File: src/fifo_port_pkg.sv
// Constants shared by the byte FIFO parallel port and its channel engine.
// Assumes one 50 MHz clock.
package fifo_port_pkg;

    // ------------------------------------------------------------------
    // Clock and timing
    // ------------------------------------------------------------------
    localparam int SYS_CLK_NS     = 20;   // System clock period
    localparam int PORT_CLK_DIV   = 2;    // System cycles per port clock period
    localparam int FLAG_GAP_NS    = 49;   // Least flag inactive time after a strobe
    // Rounded up to whole cycles
    localparam int FLAG_GAP_CYC   = (FLAG_GAP_NS + SYS_CLK_NS - 1) / SYS_CLK_NS;
    localparam int GAP_W          = 4;    // Width of the flag gap counter

    // ------------------------------------------------------------------
    // Reset values of pin outputs
    // ------------------------------------------------------------------
    localparam logic FLAG_RESET   = 1'b1; // Flags inactive (high) after reset
    localparam logic [7:0] DATA_RESET = 8'h00;

    // ------------------------------------------------------------------
    // Port operating modes
    // ------------------------------------------------------------------
    typedef enum logic [1:0] {
        MODE_OFF   = 2'b00,
        MODE_ASYNC = 2'b01,
        MODE_SYNC  = 2'b10
    } port_mode_t;

endpackage : fifo_port_pkg

File: src/async_fifo_channel.sv
// Asynchronous strobe FIFO engine for one channel.
// Assumes strobes synchronous to sys_clk.
`timescale 1ns/1ns
`default_nettype none

module async_fifo_channel
    import fifo_port_pkg::*;
#(
    parameter int DATA_W = 8
) (
    input  wire logic              sys_clk,
    input  wire logic              rst_n,
    input  wire logic              enable,
    input  wire logic              rd_n,
    input  wire logic              wr_n,
    input  wire logic [DATA_W-1:0] bus_in,
    output logic      [DATA_W-1:0] bus_out,
    output logic                   bus_oe,
    output logic                   rx_data_avail_n,
    output logic                   tx_space_avail_n,
    input  wire logic              rx_in_valid,
    input  wire logic [DATA_W-1:0] rx_in_data,
    output logic                   rx_in_ready,
    output logic                   tx_out_valid,
    output logic      [DATA_W-1:0] tx_out_data,
    input  wire logic              tx_out_ready
);

    // ------------------------------------------------------------------
    // Strobe edge detection
    // ------------------------------------------------------------------
    logic             rd_n_q, wr_n_q;
    logic             rd_fall, rd_rise, wr_fall, wr_rise;
    logic             rx_full_q, tx_full_q;
    logic [GAP_W-1:0] rx_gap_q, tx_gap_q;
    logic             rx_load, tx_take;

    // Previous strobe levels
    always_ff @(posedge sys_clk or negedge rst_n) begin
        if (!rst_n) begin
            rd_n_q <= 1'b1;
            wr_n_q <= 1'b1;
        end else begin
            rd_n_q <= rd_n;
            wr_n_q <= wr_n;
        end
    end

    assign rd_fall = enable && rd_n_q && !rd_n;
    assign rd_rise = !rd_n_q && rd_n;
    assign wr_fall = enable && wr_n_q && !wr_n;
    assign wr_rise = !wr_n_q && wr_n;

    // ------------------------------------------------------------------
    // Read side: one holding byte that is the bus data
    // ------------------------------------------------------------------
    // Reload only when idle, so bus data stays put
    assign rx_load     = !rx_full_q && rd_n && (rx_gap_q == '0) && enable;
    assign rx_in_ready = rx_load;

    // Byte leaves on the falling read edge
    always_ff @(posedge sys_clk or negedge rst_n) begin
        if (!rst_n) begin
            rx_full_q <= 1'b0;
            bus_out   <= DATA_RESET;
        end else if (rd_fall && !rx_data_avail_n) begin
            rx_full_q <= 1'b0;
        end else if (rx_load && rx_in_valid) begin
            rx_full_q <= 1'b1;
            bus_out   <= rx_in_data;
        end
    end

    // Gap after each read strobe cycle
    always_ff @(posedge sys_clk or negedge rst_n) begin
        if (!rst_n) begin
            rx_gap_q <= '0;
        end else if (rd_rise) begin
            rx_gap_q <= GAP_W'(FLAG_GAP_CYC);
        end else if (rx_gap_q != '0) begin
            rx_gap_q <= rx_gap_q - 1'b1;
        end
    end

    // Data flag, high through strobe and gap
    always_ff @(posedge sys_clk or negedge rst_n) begin
        if (!rst_n) begin
            rx_data_avail_n <= FLAG_RESET;
        end else begin
            rx_data_avail_n <= !(enable && rx_full_q && rd_n && !rd_fall
                                 && (rx_gap_q == '0));
        end
    end

    assign bus_oe = enable && !rd_n;

    // ------------------------------------------------------------------
    // Write side: byte captured on the falling write edge
    // ------------------------------------------------------------------
    assign tx_take = wr_fall && !tx_space_avail_n;

    always_ff @(posedge sys_clk or negedge rst_n) begin
        if (!rst_n) begin
            tx_full_q   <= 1'b0;
            tx_out_data <= DATA_RESET;
        end else if (tx_take) begin
            tx_full_q   <= 1'b1;
            tx_out_data <= bus_in;
        end else if (tx_out_ready) begin
            tx_full_q   <= 1'b0;
        end
    end

    assign tx_out_valid = tx_full_q;

    // Gap after each write strobe cycle
    always_ff @(posedge sys_clk or negedge rst_n) begin
        if (!rst_n) begin
            tx_gap_q <= '0;
        end else if (wr_rise) begin
            tx_gap_q <= GAP_W'(FLAG_GAP_CYC);
        end else if (tx_gap_q != '0) begin
            tx_gap_q <= tx_gap_q - 1'b1;
        end
    end

    // Space flag, inactive while strobe low, buffer full or gap running
    always_ff @(posedge sys_clk or negedge rst_n) begin
        if (!rst_n) begin
            tx_space_avail_n <= FLAG_RESET;
        end else begin
            tx_space_avail_n <= !(enable && !tx_full_q && !tx_take && wr_n
                                  && (tx_gap_q == '0));
        end
    end

endmodule : async_fifo_channel

`default_nettype wire

File: src/byte_fifo_parallel_port.sv
// Byte-wide parallel FIFO port: two async strobe channels, sync mode on the first.
// Assumes synchronous pins and valid/ready USB-side streams.
`timescale 1ns/1ns
`default_nettype none

module byte_fifo_parallel_port
    import fifo_port_pkg::*;
#(
    parameter int DATA_W = 8
) (
    input  wire logic              sys_clk,
    input  wire logic              rst_n,
    input  wire logic              async_sel_a,
    input  wire logic              async_sel_b,
    input  wire logic              sync_req,
    output logic      [1:0]        port_mode,
    output logic                   port_clock_out,
    input  wire logic              oe_n,
    input  wire logic              rd_a_n,
    input  wire logic              wr_a_n,
    input  wire logic [DATA_W-1:0] bus_a_in,
    output logic      [DATA_W-1:0] bus_a_out,
    output logic                   bus_a_oe,
    output logic                   rx_data_avail_a_n,
    output logic                   tx_space_avail_a_n,
    input  wire logic              rd_b_n,
    input  wire logic              wr_b_n,
    input  wire logic [DATA_W-1:0] bus_b_in,
    output logic      [DATA_W-1:0] bus_b_out,
    output logic                   bus_b_oe,
    output logic                   rx_data_avail_b_n,
    output logic                   tx_space_avail_b_n,
    input  wire logic              rx_a_valid,
    input  wire logic [DATA_W-1:0] rx_a_data,
    output logic                   rx_a_ready,
    output logic                   tx_a_valid,
    output logic      [DATA_W-1:0] tx_a_data,
    input  wire logic              tx_a_ready,
    input  wire logic              rx_b_valid,
    input  wire logic [DATA_W-1:0] rx_b_data,
    output logic                   rx_b_ready,
    output logic                   tx_b_valid,
    output logic      [DATA_W-1:0] tx_b_data,
    input  wire logic              tx_b_ready
);

    // ------------------------------------------------------------------
    // Elaboration checks
    // ------------------------------------------------------------------
    generate
        if (DATA_W != 8) begin : g_bad_width
            $error("DATA_W must be 8");
        end
        if (PORT_CLK_DIV != 2) begin : g_bad_div
            $error("PORT_CLK_DIV must be 2");
        end
    endgenerate

    // ------------------------------------------------------------------
    // Mode control
    // ------------------------------------------------------------------
    port_mode_t mode_q, mode_d;
    logic       sync_on;

    // Sync only reachable from async with both channels selected
    always_comb begin
        mode_d = mode_q;
        case (mode_q)
            MODE_OFF: begin
                if (async_sel_a && async_sel_b) begin
                    mode_d = MODE_ASYNC;
                end
            end
            MODE_ASYNC: begin
                if (!(async_sel_a && async_sel_b)) begin
                    mode_d = MODE_OFF;
                end else if (sync_req) begin
                    mode_d = MODE_SYNC;
                end
            end
            MODE_SYNC: begin
                if (!(async_sel_a && async_sel_b)) begin
                    mode_d = MODE_OFF;
                end else if (!sync_req) begin
                    mode_d = MODE_ASYNC;
                end
            end
            default: begin
                mode_d = MODE_OFF;
            end
        endcase
    end

    // Mode register
    always_ff @(posedge sys_clk or negedge rst_n) begin
        if (!rst_n) begin
            mode_q <= MODE_OFF;
        end else begin
            mode_q <= mode_d;
        end
    end

    assign port_mode = mode_q;
    assign sync_on   = (mode_q == MODE_SYNC);

    // ------------------------------------------------------------------
    // Port clock divider and rising edge enable
    // ------------------------------------------------------------------
    logic clk_rise;

    // Toggles each cycle in sync mode, held low otherwise
    always_ff @(posedge sys_clk or negedge rst_n) begin
        if (!rst_n) begin
            port_clock_out <= 1'b0;
        end else if (sync_on) begin
            port_clock_out <= !port_clock_out;
        end else begin
            port_clock_out <= 1'b0;
        end
    end

    // The cycle whose end raises the port clock
    assign clk_rise = sync_on && !port_clock_out;

    // ------------------------------------------------------------------
    // Synchronous read path
    // ------------------------------------------------------------------
    logic              srx_full_q;
    logic [DATA_W-1:0] srx_data_q;
    logic              srx_flag_n_q;
    logic              srx_take;
    logic              srx_load;

    // Read take: rise edge, flag, enable, read low
    assign srx_take = clk_rise && !srx_flag_n_q && !oe_n && !rd_a_n;
    assign srx_load = sync_on && (!srx_full_q || srx_take);

    // Holding byte; refilled on the same edge it is taken
    always_ff @(posedge sys_clk or negedge rst_n) begin
        if (!rst_n) begin
            srx_full_q <= 1'b0;
            srx_data_q <= DATA_RESET;
        end else if (srx_load && rx_a_valid) begin
            srx_full_q <= 1'b1;
            srx_data_q <= rx_a_data;
        end else if (srx_take || !sync_on) begin
            srx_full_q <= 1'b0;
        end
    end

    // Data flag updated only at port clock rising edges in sync mode, forced high otherwise
    always_ff @(posedge sys_clk or negedge rst_n) begin
        if (!rst_n) begin
            srx_flag_n_q <= FLAG_RESET;
        end else if (!sync_on) begin
            srx_flag_n_q <= FLAG_RESET;
        end else if (clk_rise) begin
            // Low while a byte is held, high once the last is taken
            srx_flag_n_q <= !((srx_full_q && !srx_take) ||
                              (srx_load && rx_a_valid));
        end
    end

    // ------------------------------------------------------------------
    // Synchronous write path
    // ------------------------------------------------------------------
    logic              stx_full_q;
    logic [DATA_W-1:0] stx_data_q;
    logic              stx_flag_n_q;
    logic              stx_take;
    logic              stx_drain;

    // Write refused while the bus is turned toward a read
    assign stx_take  = clk_rise && !stx_flag_n_q && !wr_a_n && oe_n;
    assign stx_drain = stx_full_q && tx_a_ready;

    // Holding byte for the transmit stream
    always_ff @(posedge sys_clk or negedge rst_n) begin
        if (!rst_n) begin
            stx_full_q <= 1'b0;
            stx_data_q <= DATA_RESET;
        end else if (stx_take) begin
            stx_full_q <= 1'b1;
            stx_data_q <= bus_a_in;
        end else if (stx_drain) begin
            stx_full_q <= 1'b0;
        end
    end

    // Space flag low while the stream keeps up
    always_ff @(posedge sys_clk or negedge rst_n) begin
        if (!rst_n) begin
            stx_flag_n_q <= FLAG_RESET;
        end else if (!sync_on) begin
            stx_flag_n_q <= FLAG_RESET;
        end else if (clk_rise) begin
            stx_flag_n_q <= (stx_full_q || stx_take) && !tx_a_ready;
        end
    end

    // ------------------------------------------------------------------
    // Asynchronous channel engines
    // ------------------------------------------------------------------
    logic              arx_a_ready, atx_a_valid;
    logic [DATA_W-1:0] atx_a_data, abus_a_out;
    logic              abus_a_oe, arxf_a_n, atxe_a_n;
    logic              async_a_en, async_b_en;

    // A leaves async during sync; B stays
    assign async_a_en = (mode_q == MODE_ASYNC);
    assign async_b_en = (mode_q != MODE_OFF);

    // First channel engine
    async_fifo_channel #(
        .DATA_W (DATA_W)
    ) u_async_a (
        .sys_clk          (sys_clk),
        .rst_n            (rst_n),
        .enable           (async_a_en),
        .rd_n             (rd_a_n),
        .wr_n             (wr_a_n),
        .bus_in           (bus_a_in),
        .bus_out          (abus_a_out),
        .bus_oe           (abus_a_oe),
        .rx_data_avail_n  (arxf_a_n),
        .tx_space_avail_n (atxe_a_n),
        .rx_in_valid      (rx_a_valid),
        .rx_in_data       (rx_a_data),
        .rx_in_ready      (arx_a_ready),
        .tx_out_valid     (atx_a_valid),
        .tx_out_data      (atx_a_data),
        .tx_out_ready     (tx_a_ready)
    );

    // Second channel engine, async only
    async_fifo_channel #(
        .DATA_W (DATA_W)
    ) u_async_b (
        .sys_clk          (sys_clk),
        .rst_n            (rst_n),
        .enable           (async_b_en),
        .rd_n             (rd_b_n),
        .wr_n             (wr_b_n),
        .bus_in           (bus_b_in),
        .bus_out          (bus_b_out),
        .bus_oe           (bus_b_oe),
        .rx_data_avail_n  (rx_data_avail_b_n),
        .tx_space_avail_n (tx_space_avail_b_n),
        .rx_in_valid      (rx_b_valid),
        .rx_in_data       (rx_b_data),
        .rx_in_ready      (rx_b_ready),
        .tx_out_valid     (tx_b_valid),
        .tx_out_data      (tx_b_data),
        .tx_out_ready     (tx_b_ready)
    );

    // ------------------------------------------------------------------
    // First channel pin and stream selection
    // ------------------------------------------------------------------
    // Sync drives the bus only while output enable is low
    assign bus_a_oe  = sync_on ? !oe_n : abus_a_oe;
    assign bus_a_out = sync_on ? srx_data_q : abus_a_out;

    assign rx_data_avail_a_n  = sync_on ? srx_flag_n_q : arxf_a_n;
    assign tx_space_avail_a_n = sync_on ? stx_flag_n_q : atxe_a_n;

    // Stream handshakes follow the active engine
    assign rx_a_ready = sync_on ? srx_load : arx_a_ready;
    assign tx_a_valid = sync_on ? stx_full_q : atx_a_valid;
    assign tx_a_data  = sync_on ? stx_data_q : atx_a_data;

endmodule : byte_fifo_parallel_port

`default_nettype wire

File: config.mk
export PLATFORM = sky130hd
export DESIGN_NAME = byte_fifo_parallel_port
export DESIGN_NICKNAME = d
export VERILOG_FILES = /design/src/fifo_port_pkg.sv /design/src/async_fifo_channel.sv /design/src/byte_fifo_parallel_port.sv
export SDC_FILE = /design/constraint.sdc
export NUM_CORES = 1
export LEC_CHECK = 0
export BUFFER_PORTS_ARGS = -buffer_cell sky130_fd_sc_hd__buf_2
export CORE_MARGIN = 3
export CORE_UTILIZATION = 30
export DETAILED_ROUTE_END_ITERATION = 8
export GPL_ROUTABILITY_DRIVEN = 0
export GPL_TIMING_DRIVEN = 0
export SYNTH_ARGS = -nofsm -noshare
export SYNTH_HDL_FRONTEND = slang
export SYNTH_SLANG_ARGS = --single-unit
File: constraint.sdc
create_clock -name sys_clk -period 3.95 [get_ports sys_clk]
set_input_delay 0.1975 -clock sys_clk [delete_from_list [all_inputs] [get_ports sys_clk]]
set_output_delay 0.1975 -clock sys_clk [all_outputs]
set_load 0.03 [all_outputs]
== Word-level counts from Yosys, hierarchy flattened ==
Index checks and enable logic that the tools add are counted.
Widths: inputs -> output; s select.

* Flip-flop bits (word level): 83
* Bits of input ports: 46
* Output and inout bits: 45

* $add $sub $neg: 4
* Eq/ne operators: 6
* Muxes and demuxes: 38
* Bitwise operators: 2
* Reduce and logical (&&, ||, !) cells: 115

{| class="wikitable"
|+ Operators with widths
! kind !! count
|-
| $logic_and 1x1->1 || 55
|-
| $logic_not 1->1 || 33
|-
| $mux 4 || 8
|-
| $mux 1 || 22
|-
| $reduce_bool 2->1 || 11
|-
| $logic_not 4->1 || 4
|-
| $mux 8 || 2
|-
| $reduce_bool 4->1 || 4
|-
| $sub 4x1->4 const B || 4
|-
| $mux 2 || 5
|-
| $ne 3x3->1 const B || 2
|-
| $pmux 2 s3 || 1
|-
| $logic_or 1x1->1 || 4
|-
| $reduce_and 2->1 || 2
|-
| $reduce_and 3->1 || 1
|-
| $eq 2x1->1 const B || 1
|-
| $eq 2x2->1 const B || 1
|-
| $logic_not 2->1 || 1
|-
| $ne 2x1->1 const B || 1
|-
| $ne 2x2->1 const B || 1
|-
| $not 1->1 || 2
|}

== Depth between registers and ports, before layout ==
Gate-level depths: netlist of the first run.

* Depth after elaboration: 12
* Gate-level depth with buffers: 6
* Depth with buffers taken out: 5

== Hierarchy ==
Synthesis of the first run repeated with hierarchy kept, for this count alone.

* Cells, all modules: 314
* Area total of the unflattened synthesis: 3701.0 µm²

{| class="wikitable"
|+ Modules (own cells, without submodules)
! module !! instances !! cells an instance !! area each (µm²) !! sequential area each (µm²)
|-
| async_fifo_channel (u_async_a) || 1 || 94 || 1271.2 || 755.7
|-
| async_fifo_channel (u_async_b) || 1 || 93 || 1268.7 || 755.7
|-
| byte_fifo_parallel_port || 1 || 127 || 1161.1 || 578.1
|}

== Worst setup path before layout of the first run ==
No wires, ideal clock.

* Path kind: register -> output
* Start point: reg mode_q[0] (netlist: port_mode[0])
* End point: out tx_a_valid
* Data arrival time: 1.815 ns
* Data required time: 3.753 ns
* Setup slack: 1.937 ns
* Cell stages (with the launch flop): 5
* Path buffers: 2
* Cells stage by stage: dfrtp_1 > nand2b_1 > buf_2 > clkbuf_1 > o21ai_0

* Word-level cells in the longest chain between the ends: 2

{| class="wikitable"
|+ RTL lines
! item !! line !! RTL
|-
| start, declared || byte_fifo_parallel_port.sv:62 || <nowiki>port_mode_t mode_q, mode_d;</nowiki>
|-
| start signal, assigned || byte_fifo_parallel_port.sv:99 || <nowiki>mode_q <= mode_d;</nowiki>
|-
| $eq 2x2->1 || byte_fifo_parallel_port.sv:104 || <nowiki>assign sync_on = (mode_q == MODE_SYNC);</nowiki>
|-
| $mux 1 || byte_fifo_parallel_port.sv:269 || <nowiki>assign tx_a_valid = sync_on ? stx_full_q : atx_a_valid;</nowiki>
|-
| end, declared || byte_fifo_parallel_port.sv:36 || <nowiki>output logic tx_a_valid,</nowiki>
|}

Every way passes these cells.

== Worst setup path after layout of the first run ==
* Start point: reg mode_q[0] (netlist: port_mode[0])
* End point: out tx_a_data[6]

* Word-level cells in the longest chain between the ends: 2

{| class="wikitable"
|+ RTL lines
! item !! line !! RTL
|-
| $eq 2x2->1 || byte_fifo_parallel_port.sv:104 ||
|-
| $mux 8 || byte_fifo_parallel_port.sv:270 || <nowiki>assign tx_a_data = sync_on ? stx_data_q : atx_a_data;</nowiki>
|-
| end, declared || byte_fifo_parallel_port.sv:37 || <nowiki>output logic [DATA_W-1:0] tx_a_data,</nowiki>
|}

Every way passes these cells.

==> results of run 1 <==
-- timing repair --
item | 4_1_cts | 5_1_grt
hold endpoints to repair | 33 | 0
endpoints found under the setup margin | 0 | 0
hold buffers | 5 | 0
resized for setup | 0 | 0
-- power by group through the flow --
stage | Sequential, mW | Clock [mW] | Combinational [mW]
3_3_place_gp | 1.15 | 0 | 0.774
6_report | 1.15 | 0.764 | 0.800
2_1_floorplan | 1.23 | 0 | 0.514
5_1_grt | 1.18 | 0.838 | 0.891
3_5_place_dp | 1.17 | 0 | 0.808
4_1_cts | 1.15 | 0.798 | 0.816
-- per-layer routing --
layer | GRT usage | wire [microns]
met5 | 0 | 0
met4 | 0.0367 | 97
met3 | 0.0566 | 589
met2 | 0.195 | 3710
met1 | 0.150 | 3430
-- through the flow --
stage                     cells  power, mW  hold WS (ps)  worst slack [ps]
after global routing        534       2.91          29.8              1370
after CTS                   534       2.77          31.8              1480
after floorplan             279       1.74         -98.1              1940
after global placement      512       1.93           322              1820
final                       534       2.71          46.1              1550
after detailed placement    513       1.97           187              1770
-- state kept, by name (all words and copies together) (netlist names), 2 cells and up --
signal,flops
port_mode,2
u_async_b.rx_gap_q,4
u_async_b.tx_out_data,8
u_async_a.rx_gap_q,4
srx_data_q,8
u_async_a.bus_out,8
u_async_b.tx_gap_q,4
u_async_a.tx_out_data,8
stx_data_q,8
u_async_a.tx_gap_q,4
u_async_b.bus_out,8
-- Yosys cell counts (all sizes together) (3+ instances only) --
library cell / number / area share
a21oi: 3 / 0.0041
buf: 6 / 0.0098
dfrtp: 73 / 0.49
dfstp: 10 / 0.071
ha: 8 / 0.027
inv: 13 / 0.013
mux2: 67 / 0.20
nand2: 8 / 0.0081
nand2b: 9 / 0.015
nand3: 3 / 0.0041
nand4: 3 / 0.0051
nor2: 17 / 0.017
nor2b: 5 / 0.0085
nor3: 6 / 0.0081
nor3b: 6 / 0.017
o21ai: 7 / 0.0095
xnor2: 9 / 0.021
-- worst max path at each step --
stage                          start                    to  slack [ps]  depth (start not counted)
2_1_floorplan           port_mode[0]            tx_a_valid        1940                          4
3_3_place_gp   u_async_b.rx_gap_q[0]  u_async_b.bus_out[2]        1820                          6
3_5_place_dp   u_async_b.rx_gap_q[0]  u_async_b.bus_out[6]        1770                          6
4_1_cts                 port_mode[0]          tx_a_data[6]        1480                          5
5_1_grt                 port_mode[0]          tx_a_data[6]        1370                          5
6_report                port_mode[0]          tx_a_data[6]        1550                          5
-- layout make-up --
type                            instances  area [sq um]
Clock buffer                           13           250
Sequential cell                        83          2090
Multi-Input combinational cell        175          1520
Clock inverter                          3          15.0
Fill cell                            1166          7040
Inverter                               13          48.8
Tap cell                              143           179
Timing Repair Buffer                   96           531
Buffer                                  8          43.8
-- logic make-up after synthesis --
group           count (synthesis)
buf+inv                        21
xor+xnor                        9
mux                            69
fa+ha+maj                       9
compound gates                 21
flops                          83
simple gates                   67
==> summary.md, run 1 <==
| Metric | Value |
|---|---|
| Critical Path AT | 2210 ps |
| NetSw | 0.881 mW |
| Initial antenna violation count | 0 |
| Vias per std cell | 4.67 |
| Clk_lat worst skew | 340 ps |
| DR pass1 iterations | 4 |
| Die Area | between 10000 and 15000 sq um |
| YS warnings | 0 |
| Pwr per Cell Area | 580 nW/um^2 |
| FF-to-FF End | u_async_b.bus_out[2] |
| H-Tree Level Count | 3 |
| Leading cell type in the layout, fill and taps excluded | buf_2 |
| Crit-path max cell delay | 440 ps |
| Post-layout min period | 2400 ps |
| Vias in the first global route | between 2000 and 3000 |
| Iteration-0 DRC Markers | 93 |
| Die Height | 117 microns |
| CP max-delay cell | dfrtp_1 |
| Post-synth EDFFs | 0 |
| Vias | ~2500 |
| Post-Syn Area per Cell | 13.3 sq um |
| Most frequent CP cell | buf_2 |
| First-pass GRT wire length | 12900 microns |
| Cell breakdown of the critical path | nand2b_1, buf_2, clkbuf_1, mux2_2, buf_2 |
| Grt ovf | 0 |
| Setup tns final | 0 ps |
| Setup bufs post-CTS | 0 |
| Diodes inserted | 0 |
| Mux contribution to synthesized area | 0.209 |
| Syn_nets | ~330 |
| Hold Fails Final Rpt | 0 |
| Layout cell share with drive strength beyond 1 | 0.496 |
| Synth async-reset ratio | 1.00 |
| Total track usage | 0.123 |
| Skew final | 5.20 ps |
| Most frequent cells in the layout | buf_2, dfrtp_1, mux2_2, nor2_1, inv_1 |
| Setup violations, final | 0 |
| Clk sinks | 83 |
| Crit path capture type | output port |
| CTS tree | built |
| Synth unique cells | 42 |
| Placed Area | 4360 sq um |
| Core area | around 12000 sq um |
| Combinational power share | 0.295 |
| WL final | 7830 microns |
| Critical path buffers and inverters | 3 |
| R2R setup slack | 1780 ps |
| Avg WL per Cell | 14.7 microns |
| Site Rows | 39 |
| Sequential cell area fraction in the yosys report | 0.565 |
| Hpwl dp | 5820 microns |
| Max Slew Vio Count | 0 |
| Fin crit share | 0.608 |
| Hold Crit Class | input pin to flip-flop |
| Nets | 440 |
| CP delay by family, top | buffers and inverters |
| RSZ-0062 raised after global routing | false |
| Synth Area in XOR/XNOR | 0.0213 |
| Ys flop type | dfrtp_1 |
| Worst hold start | tx_b_ready |
| Synth Area in Simple Gates | 0.113 |
| Max_cap viols | 0 |
| P_int | 1.83 mW |
| DIE WIDTH | 117 microns |
| Final instance area | about 4700 sq um |
| Status | completed |
| Worst-Margin Slew | 758 ps |
| Complex-gate fraction of the synthesized area | 0.0375 |
| DRC Markers | 0 |
| Worst Hold End | u_async_b.tx_out_valid |
| Peak Freq | around 420 MHz |
| Clock tree buffer depth | 2 |
| Initial core utilization | 0.316 |
| Maximum vdd drop | about 0.30 mV |
| Largest family of logic cells by synthesized area | multiplexers |
| Switching portion of total power | 0.324 |
| Worst Path Max Fanout | 10 |
| CTS buffer count | 9 |
| Clock share of power | 0.282 |
| Final core occ | 0.399 |
| Critical path startpoint category | flip-flop |
| Leak pwr | 2.36 nW |
| Hold path cells | 2 |
| Clock slew at the register clock pins of the worst setup and hold paths | around 60 ps |
| Synthesis-to-finish area growth | 26.3% |
| Syn Inst Count | about 280 |
| R2R cell count | 6 |
| Data required time of the worst path | ~3800 ps |
| Post-Synth Adder-Cell Area | 0.0297 |
| Worst r2r src | u_async_b.rx_gap_q[0] |
| Flop pwr share | 0.424 |
| Crit path kind | flip-flop to output port |
| Rel. slew slack | 0.493 |
| Yosys reg bits | just over 80 |
| Largest net degree at the start of global routing | a little over 50 |
| Mapped Area | approximately 3700 sq um |
| I/O Buffers | 90 |
| Clock Tree Root | clkbuf_16 |
| Boundary Pins | 91 |
| Antenna-violating nets left | 0 |
Power figures use the tool's default switching activity.
==> inputs of run 2 (changes only) <==
- clock period: 3.95 -> 2.1 ns (I/O delays scaled with it)
==> run 2 against run 1 <==
Count of clock-buffer cells in the layout is the same. Clock power is 88% higher. Largest cell class unchanged. Combinational power grew 100%. Routed wire length increased by 3.4%. First-iteration DRC count is 26% lower. Sequential power grew 89%.
==> summary.md, run 2 (synthesis gave the netlist of run 1 again) <==
| Metric | Value |
|---|---|
| Max Slew Vio Count | 0 |
| Grt ovf | 0 |
| R2R cell count | 7 |
| Hold Fails Final Rpt | 0 |
| Nets | 472 |
| Maximum vdd drop | ~0.56 mV |
| Antenna-violating nets left | 0 |
| Area of the multi-input gates | 1530 sq um |
| Final core occ | 0.429 |
| Critical Path AT | 2240 ps |
| Hold Crit Class | input pin to flip-flop |
| Initial core utilization | 0.316 |
| Clk sinks | 83 |
| Final instance area | 5020 sq um |
| FF+latch area | 2090 sq um |
| DIE WIDTH | approximately 120 microns |
| CP max-delay cell | dfrtp_1 |
| DP Cell Count | 513 |
| Worst Setup EP | u_async_b.bus_out[2] |
| Initial antenna violation count | 0 |
| Crit path capture type | flip-flop |
| Cell breakdown of the critical path | inv_2, ha_1, or3b_1, clkbuf_4, nor4_4, buf_6, mux2_2 |
| Clock Tree Root | clkbuf_16 |
| Non-filler cells, final | 566 |
| Iteration-0 DRC Markers | 69 |
| Post-layout min period | 2020 ps |
| Rel. slew slack | 0.492 |
| Die Height | roughly 120 microns |
| First-pass GRT wire length | 13200 microns |
| Setup tns final | 0 ps |
| Layout cell share with drive strength beyond 1 | 0.482 |
| Most frequent cells in the layout | buf_2, dfrtp_1, mux2_2, dlygate4sd3_1, nor2_1 |
| Pwr per Cell Area | 1040 nW/um^2 |
| R2R setup slack | 80 ps |
| Max_cap viols | 0 |
| Worst r2r src | u_async_b.rx_gap_q[0] |
| Fillers | 1127 |
| Crit-path max cell delay | 390 ps |
| Worst hold start | bus_a_in[6] |
| Placed Area | 4360 sq um |
| Site Rows | 39 |
| Vias in the first global route | 2749 |
| Synthesis-to-finish area growth | 35.7% |
| Crit path kind | flip-flop to flip-flop |
| Clk_lat worst skew | 340 ps |
| WL final | slightly above 8000 microns |
| CTS buffer count | 9 |
| DRC Markers | 0 |
| DR pass1 iterations | 4 |
| CTS tree | built |
| Leak pwr | 2.51 nW |
| Diodes inserted | 0 |
| Total track usage | 0.126 |
| RSZ-0062 raised after global routing | false |
| Setup violations, final | 0 |
| Worst Path Max Fanout | 8 |
| Fin crit share | 0.961 |
| Worst-Margin Slew | 759 ps |
| Avg WL per Cell | 14.3 microns |
| Skew final | 5.15 ps |
| Boundary Pins | 91 |
| Data required time of the worst path | 2330 ps |
| FF-to-FF End | u_async_b.bus_out[2] |
| Crit path launch | u_async_b.rx_gap_q[0] |
| Peak Freq | between 400 and 500 MHz |
| Largest net degree at the start of global routing | just over 50 |
| Clock slew at the register clock pins of the worst setup and hold paths | approximately 60 ps |
| Worst Hold Slack | about 11 ps |
| H-Tree Level Count | 3 |
| Core area | 11700 sq um |
| Die Area | 13700 sq um |
| Hpwl dp | 5820 microns |
| Vias | 2621 |
| I/O Buffers | 90 |
| Critical path startpoint category | flip-flop |
| Clock tree buffer depth | 2 |
| Status | completed |
| Vias per std cell | 4.63 |
| Leading cell type in the layout, fill and taps excluded | buf_2 |
[run 2: changes by cell type in the layout (fill, tap and decap cells not counted), moves of 3 or more]
cell / change
buf_6: +3
dlygate4sd3_1: +27
buf_2: -4
clkbuf_4: +3
buf_4: +4
[run 2: how the worst min path moves through the flow]
stage	end	depth (start not counted)
after floorplan	port_clock_out	0
after global placement	u_async_a.rd_n_q	1
after detailed placement	u_async_a.tx_gap_q[3]	1
after CTS	u_async_a.tx_out_data[5]	2
after global routing	srx_data_q[5]	2
final	stx_data_q[6]	2
[run 2: stage by stage]
stage / worst slack (ps) / total power, mW
floorplan: 119 / 3.28
global placement: -30.4 / 3.62
detailed placement: -77.5 / 3.71
CTS: 11.2 / 5.27
global route: 1.74 / 5.58
finish: 82.7 / 5.22
[run 2: critical path, delay by kind of cell, from the launching register on]
family / cells / cell delay, ps
buf+inv: 3 / 420
fa+ha+maj: 1 / 160
flops: 1 / 390
mux: 1 / 330
simple gates: 2 / 600
[run 2: power by group]
| group | leakage, nW | switching [mW] | internal [mW] | total [mW] |
|---|---|---|---|---|
| Sequential | 1.07 | 0.218 | 1.96 | 2.17 |
| Clock | 0.133 | 0.609 | 0.828 | 1.44 |
| Combinational | 1.31 | 0.858 | 0.750 | 1.61 |
[run 2: per-layer routing]
layer / vias to the layer above / wire, microns / part of all wire / global-route usage
met5: - / 0 / 0 / 0
li1: 1258 / - / - / -
met4: 0 / 97 / 0.012 / 0.0367
met1: 1282 / 3500 / 0.43 / 0.150
met2: 73 / 3940 / 0.49 / 0.208
met3: 8 / 551 / 0.068 / 0.0540
[run 2: final cells by class]
type                            count  area share
Tap cell                          143      0.0356
Sequential cell                    83       0.416
Inverter                           13     0.00972
Multi-Input combinational cell    175       0.305
Clock inverter                      3     0.00299
Timing Repair Buffer              128       0.168
Clock buffer                       13      0.0498
Buffer                              8      0.0125
[run 2: what timing repair did]
| action | CTS | global route |
|---|---|---|
| pin swaps | 1 | 0 |
| resized for setup | 5 | 9 |
| hold buffers | 32 | 0 |
| endpoints found under the setup margin | 30 | 20 |
| buffers inserted | 3 | 2 |
| hold endpoints to repair | 66 | 0 |
==> inputs of run 3 (changes only) <==
- BUFFER_PORTS_ARGS: -buffer_cell sky130_fd_sc_hd__buf_2 -> not set
- DONT_BUFFER_PORTS: not set -> 1
==> run 3 against run 2 <==
Utilization shrank 2.1 points. Fmax grew 1.7%. Flip-flop and latch count is the same. Global-route usage shrank 0.12 points. Non-clock buffer count shrank 75. Worst setup slack gained 33 ps. Cell area shrank 4.9%. Worst hold slack gained 11 ps. Final cell count shrank 13%. Critical endpoint is now u_async_b.bus_out[1]. Largest cell class unchanged.
==> summary.md, run 3 (synthesis gave the netlist of run 1 again) <==
| Metric | Value |
|---|---|
| Setup violations, final | 0 |
| Cell breakdown of the critical path | inv_2, ha_1, or3b_1, buf_4, nor4_4, buf_6, mux2_2 |
| Die Height | 117 microns |
| CTS tree | built |
| Fillers | between 1000 and 1500 |
| Iteration-0 DRC Markers | 70 |
| Worst Path Max Fanout | 8 |
| Design Power | 5.13 mW |
| FF-to-FF End | u_async_b.bus_out[1] |
| Skew final | 6.62 ps |
| Vias per std cell | 4.91 |
| Post-layout min period | 1980 ps |
| Clock Tree Root | clkbuf_16 |
| Fin crit share | 0.945 |
| Combinational power share | 0.250 |
| Maximum vdd drop | 0.505 mV |
| Hold path cells | 2 |
| First-pass GRT wire length | ~13000 microns |
| Hpwl dp | about 5400 microns |
| P_int | 3.48 mW |
| Pwr per Cell Area | 1070 nW/um^2 |
| Flop pwr share | 0.459 |
| Boundary Pins | 91 |
| DIE WIDTH | 117 microns |
| Layout cell share with drive strength beyond 1 | 0.345 |
| Max_cap viols | 0 |
| Worst r2r src | u_async_b.rx_gap_q[0] |
| Core area | 11700 sq um |
| R2R cell count | 7 |
| CTS buffer count | 9 |
| Vias in the first global route | 2643 |
| R2R setup slack | 120 ps |
| NetSw | roughly 1.6 mW |
| DR pass1 iterations | 4 |
| Avg WL per Cell | 16.5 microns |
| Nets | 397 |
| Crit path capture type | flip-flop |
| Worst-Margin Slew | 668 ps |
| Rel. slew slack | 0.550 |
| H-Tree Level Count | 3 |
| Hold Fails Final Rpt | 0 |
| Leak pwr | 2.18 nW |
| Antenna-violating nets left | 0 |
| CP max-delay cell | dfrtp_1 |
| Worst Hold Slack | 22.9 ps |
| Total track usage | 0.125 |
| WL final | 8110 microns |
| Switching portion of total power | 0.321 |
| Crit-path max cell delay | 380 ps |
| Clock share of power | 0.291 |
| Leading cell type in the layout, fill and taps excluded | dfrtp_1 |
| Clk_lat worst skew | 340 ps |
| Die Area | 13700 sq um |
| DP Cell Count | between 400 and 500 |
| Grt ovf | 0 |
| Diodes inserted | 0 |
| Initial core utilization | 0.316 |
| Most frequent cells in the layout | dfrtp_1, mux2_2, dlygate4sd3_1, nor2_1, inv_1 |
| DRC Markers | 0 |
| Hold Crit Class | input pin to flip-flop |
| Clk sinks | 83 |
| Non-filler cells, final | 491 |
| Clock slew at the register clock pins of the worst setup and hold paths | approximately 60 ps |
| Critical path startpoint category | flip-flop |
| Initial antenna violation count | 0 |
| Status | completed |
| Site Rows | 39 |
| I/O Buffers | 0 |
| Peak Freq | slightly above 500 MHz |
| Worst Hold End | u_async_b.rx_full_q |
| Vias | 2413 |
| Clock tree buffer depth | 2 |
| Largest net degree at the start of global routing | 84 |
| Crit path kind | flip-flop to flip-flop |
| Synthesis-to-finish area growth | 29.1% |
| Data required time of the worst path | approximately 2300 ps |
| Worst hold start | rx_b_valid |
| Critical Path AT | 2200 ps |
| Max Slew Vio Count | 0 |
[run 3: cell count changes in the layout (fill, tap and decap cells not counted), moves of 2 or more]
cell	previous run	this run
buf_4	5	7
buf_2	90	1
buf_12	0	2
clkbuf_8	1	3
clkbuf_4	3	1
dlygate4sd3_1	32	45
[run 3: power by group through the flow]
stage / clock (mW) / sequential (mW) / combinational, mW
final: 1.49 / 2.35 / 1.28
after floorplan: 0 / 2.31 / 0.967
after global placement: 0 / 2.35 / 1.06
after CTS: 1.56 / 2.35 / 1.25
after detailed placement: 0 / 2.37 / 1.12
after global routing: 1.63 / 2.40 / 1.44
[run 3: how the worst max path moves through the flow]
stage | cells past startpoint | slack, ps | endpoint | startpoint
finish | 7 | 120 | u_async_b.bus_out[1] | u_async_b.rx_gap_q[0]
global placement | 4 | -250 | tx_a_valid | port_mode[0]
global route | 5 | -4 | rx_a_ready | u_async_a.rx_gap_q[0]
CTS | 5 | 10 | rx_b_ready | u_async_b.rx_gap_q[0]
detailed placement | 4 | -210 | tx_a_valid | port_mode[0]
floorplan | 6 | 120 | u_async_b.bus_out[0] | u_async_b.rx_gap_q[0]
[run 3: worst max-delay path, delay by kind of cell (launching register included)]
family	cells	cell delay, ps
buffers and inverters	3	420
muxes	1	340
DFF	1	380
and+or+nand+nor	2	570
adders and majority gates	1	150
[run 3: what timing repair did]
action / in CTS / in global routing
hold buffers: 46 / 0
pin swaps: 2 / 3
endpoints found under the setup margin: 40 / 45
hold endpoints to repair: 155 / 0
buffers inserted: 1 / 6
gates cloned: 0 / 0
gates resized for setup: 12 / 8
[run 3: final cells by class]
cell class / instances / area [sq um] / share of cell area
Sequential cell: 83 / 2090 / 0.438
Multi-Input combinational cell: 175 / 1550 / 0.325
Timing Repair Buffer: 53 / 559 / 0.117
Clock buffer: 14 / 274 / 0.0574
Tap cell: 143 / 179 / 0.0375
Buffer: 8 / 61.3 / 0.0128
Inverter: 13 / 48.8 / 0.0102
Clock inverter: 2 / 10.0 / 0.00210
[run 3: stage by stage]
stage | setup TNS, ps | utilization | worst slack (ps) | area (sq um)
finish | 0 | 0.408 | 116 | 4780
global route | -4.48 | 0.408 | -4.48 | 4780
CTS | 0 | 0.400 | 11.6 | 4690
detailed placement | -1160 | 0.331 | -213 | 3880
global placement | -945 | 0.331 | -252 | 3880
floorplan | 0 | - | 119 | 3700
[run 3: per-layer routing]
metal  up-vias  share of wire  GRT usage
met5         -              0          0
met4         0          0.011     0.0367
met3         8          0.078     0.0576
met2        73           0.50      0.214
met1      1220           0.41      0.139
li1       1112              -          -
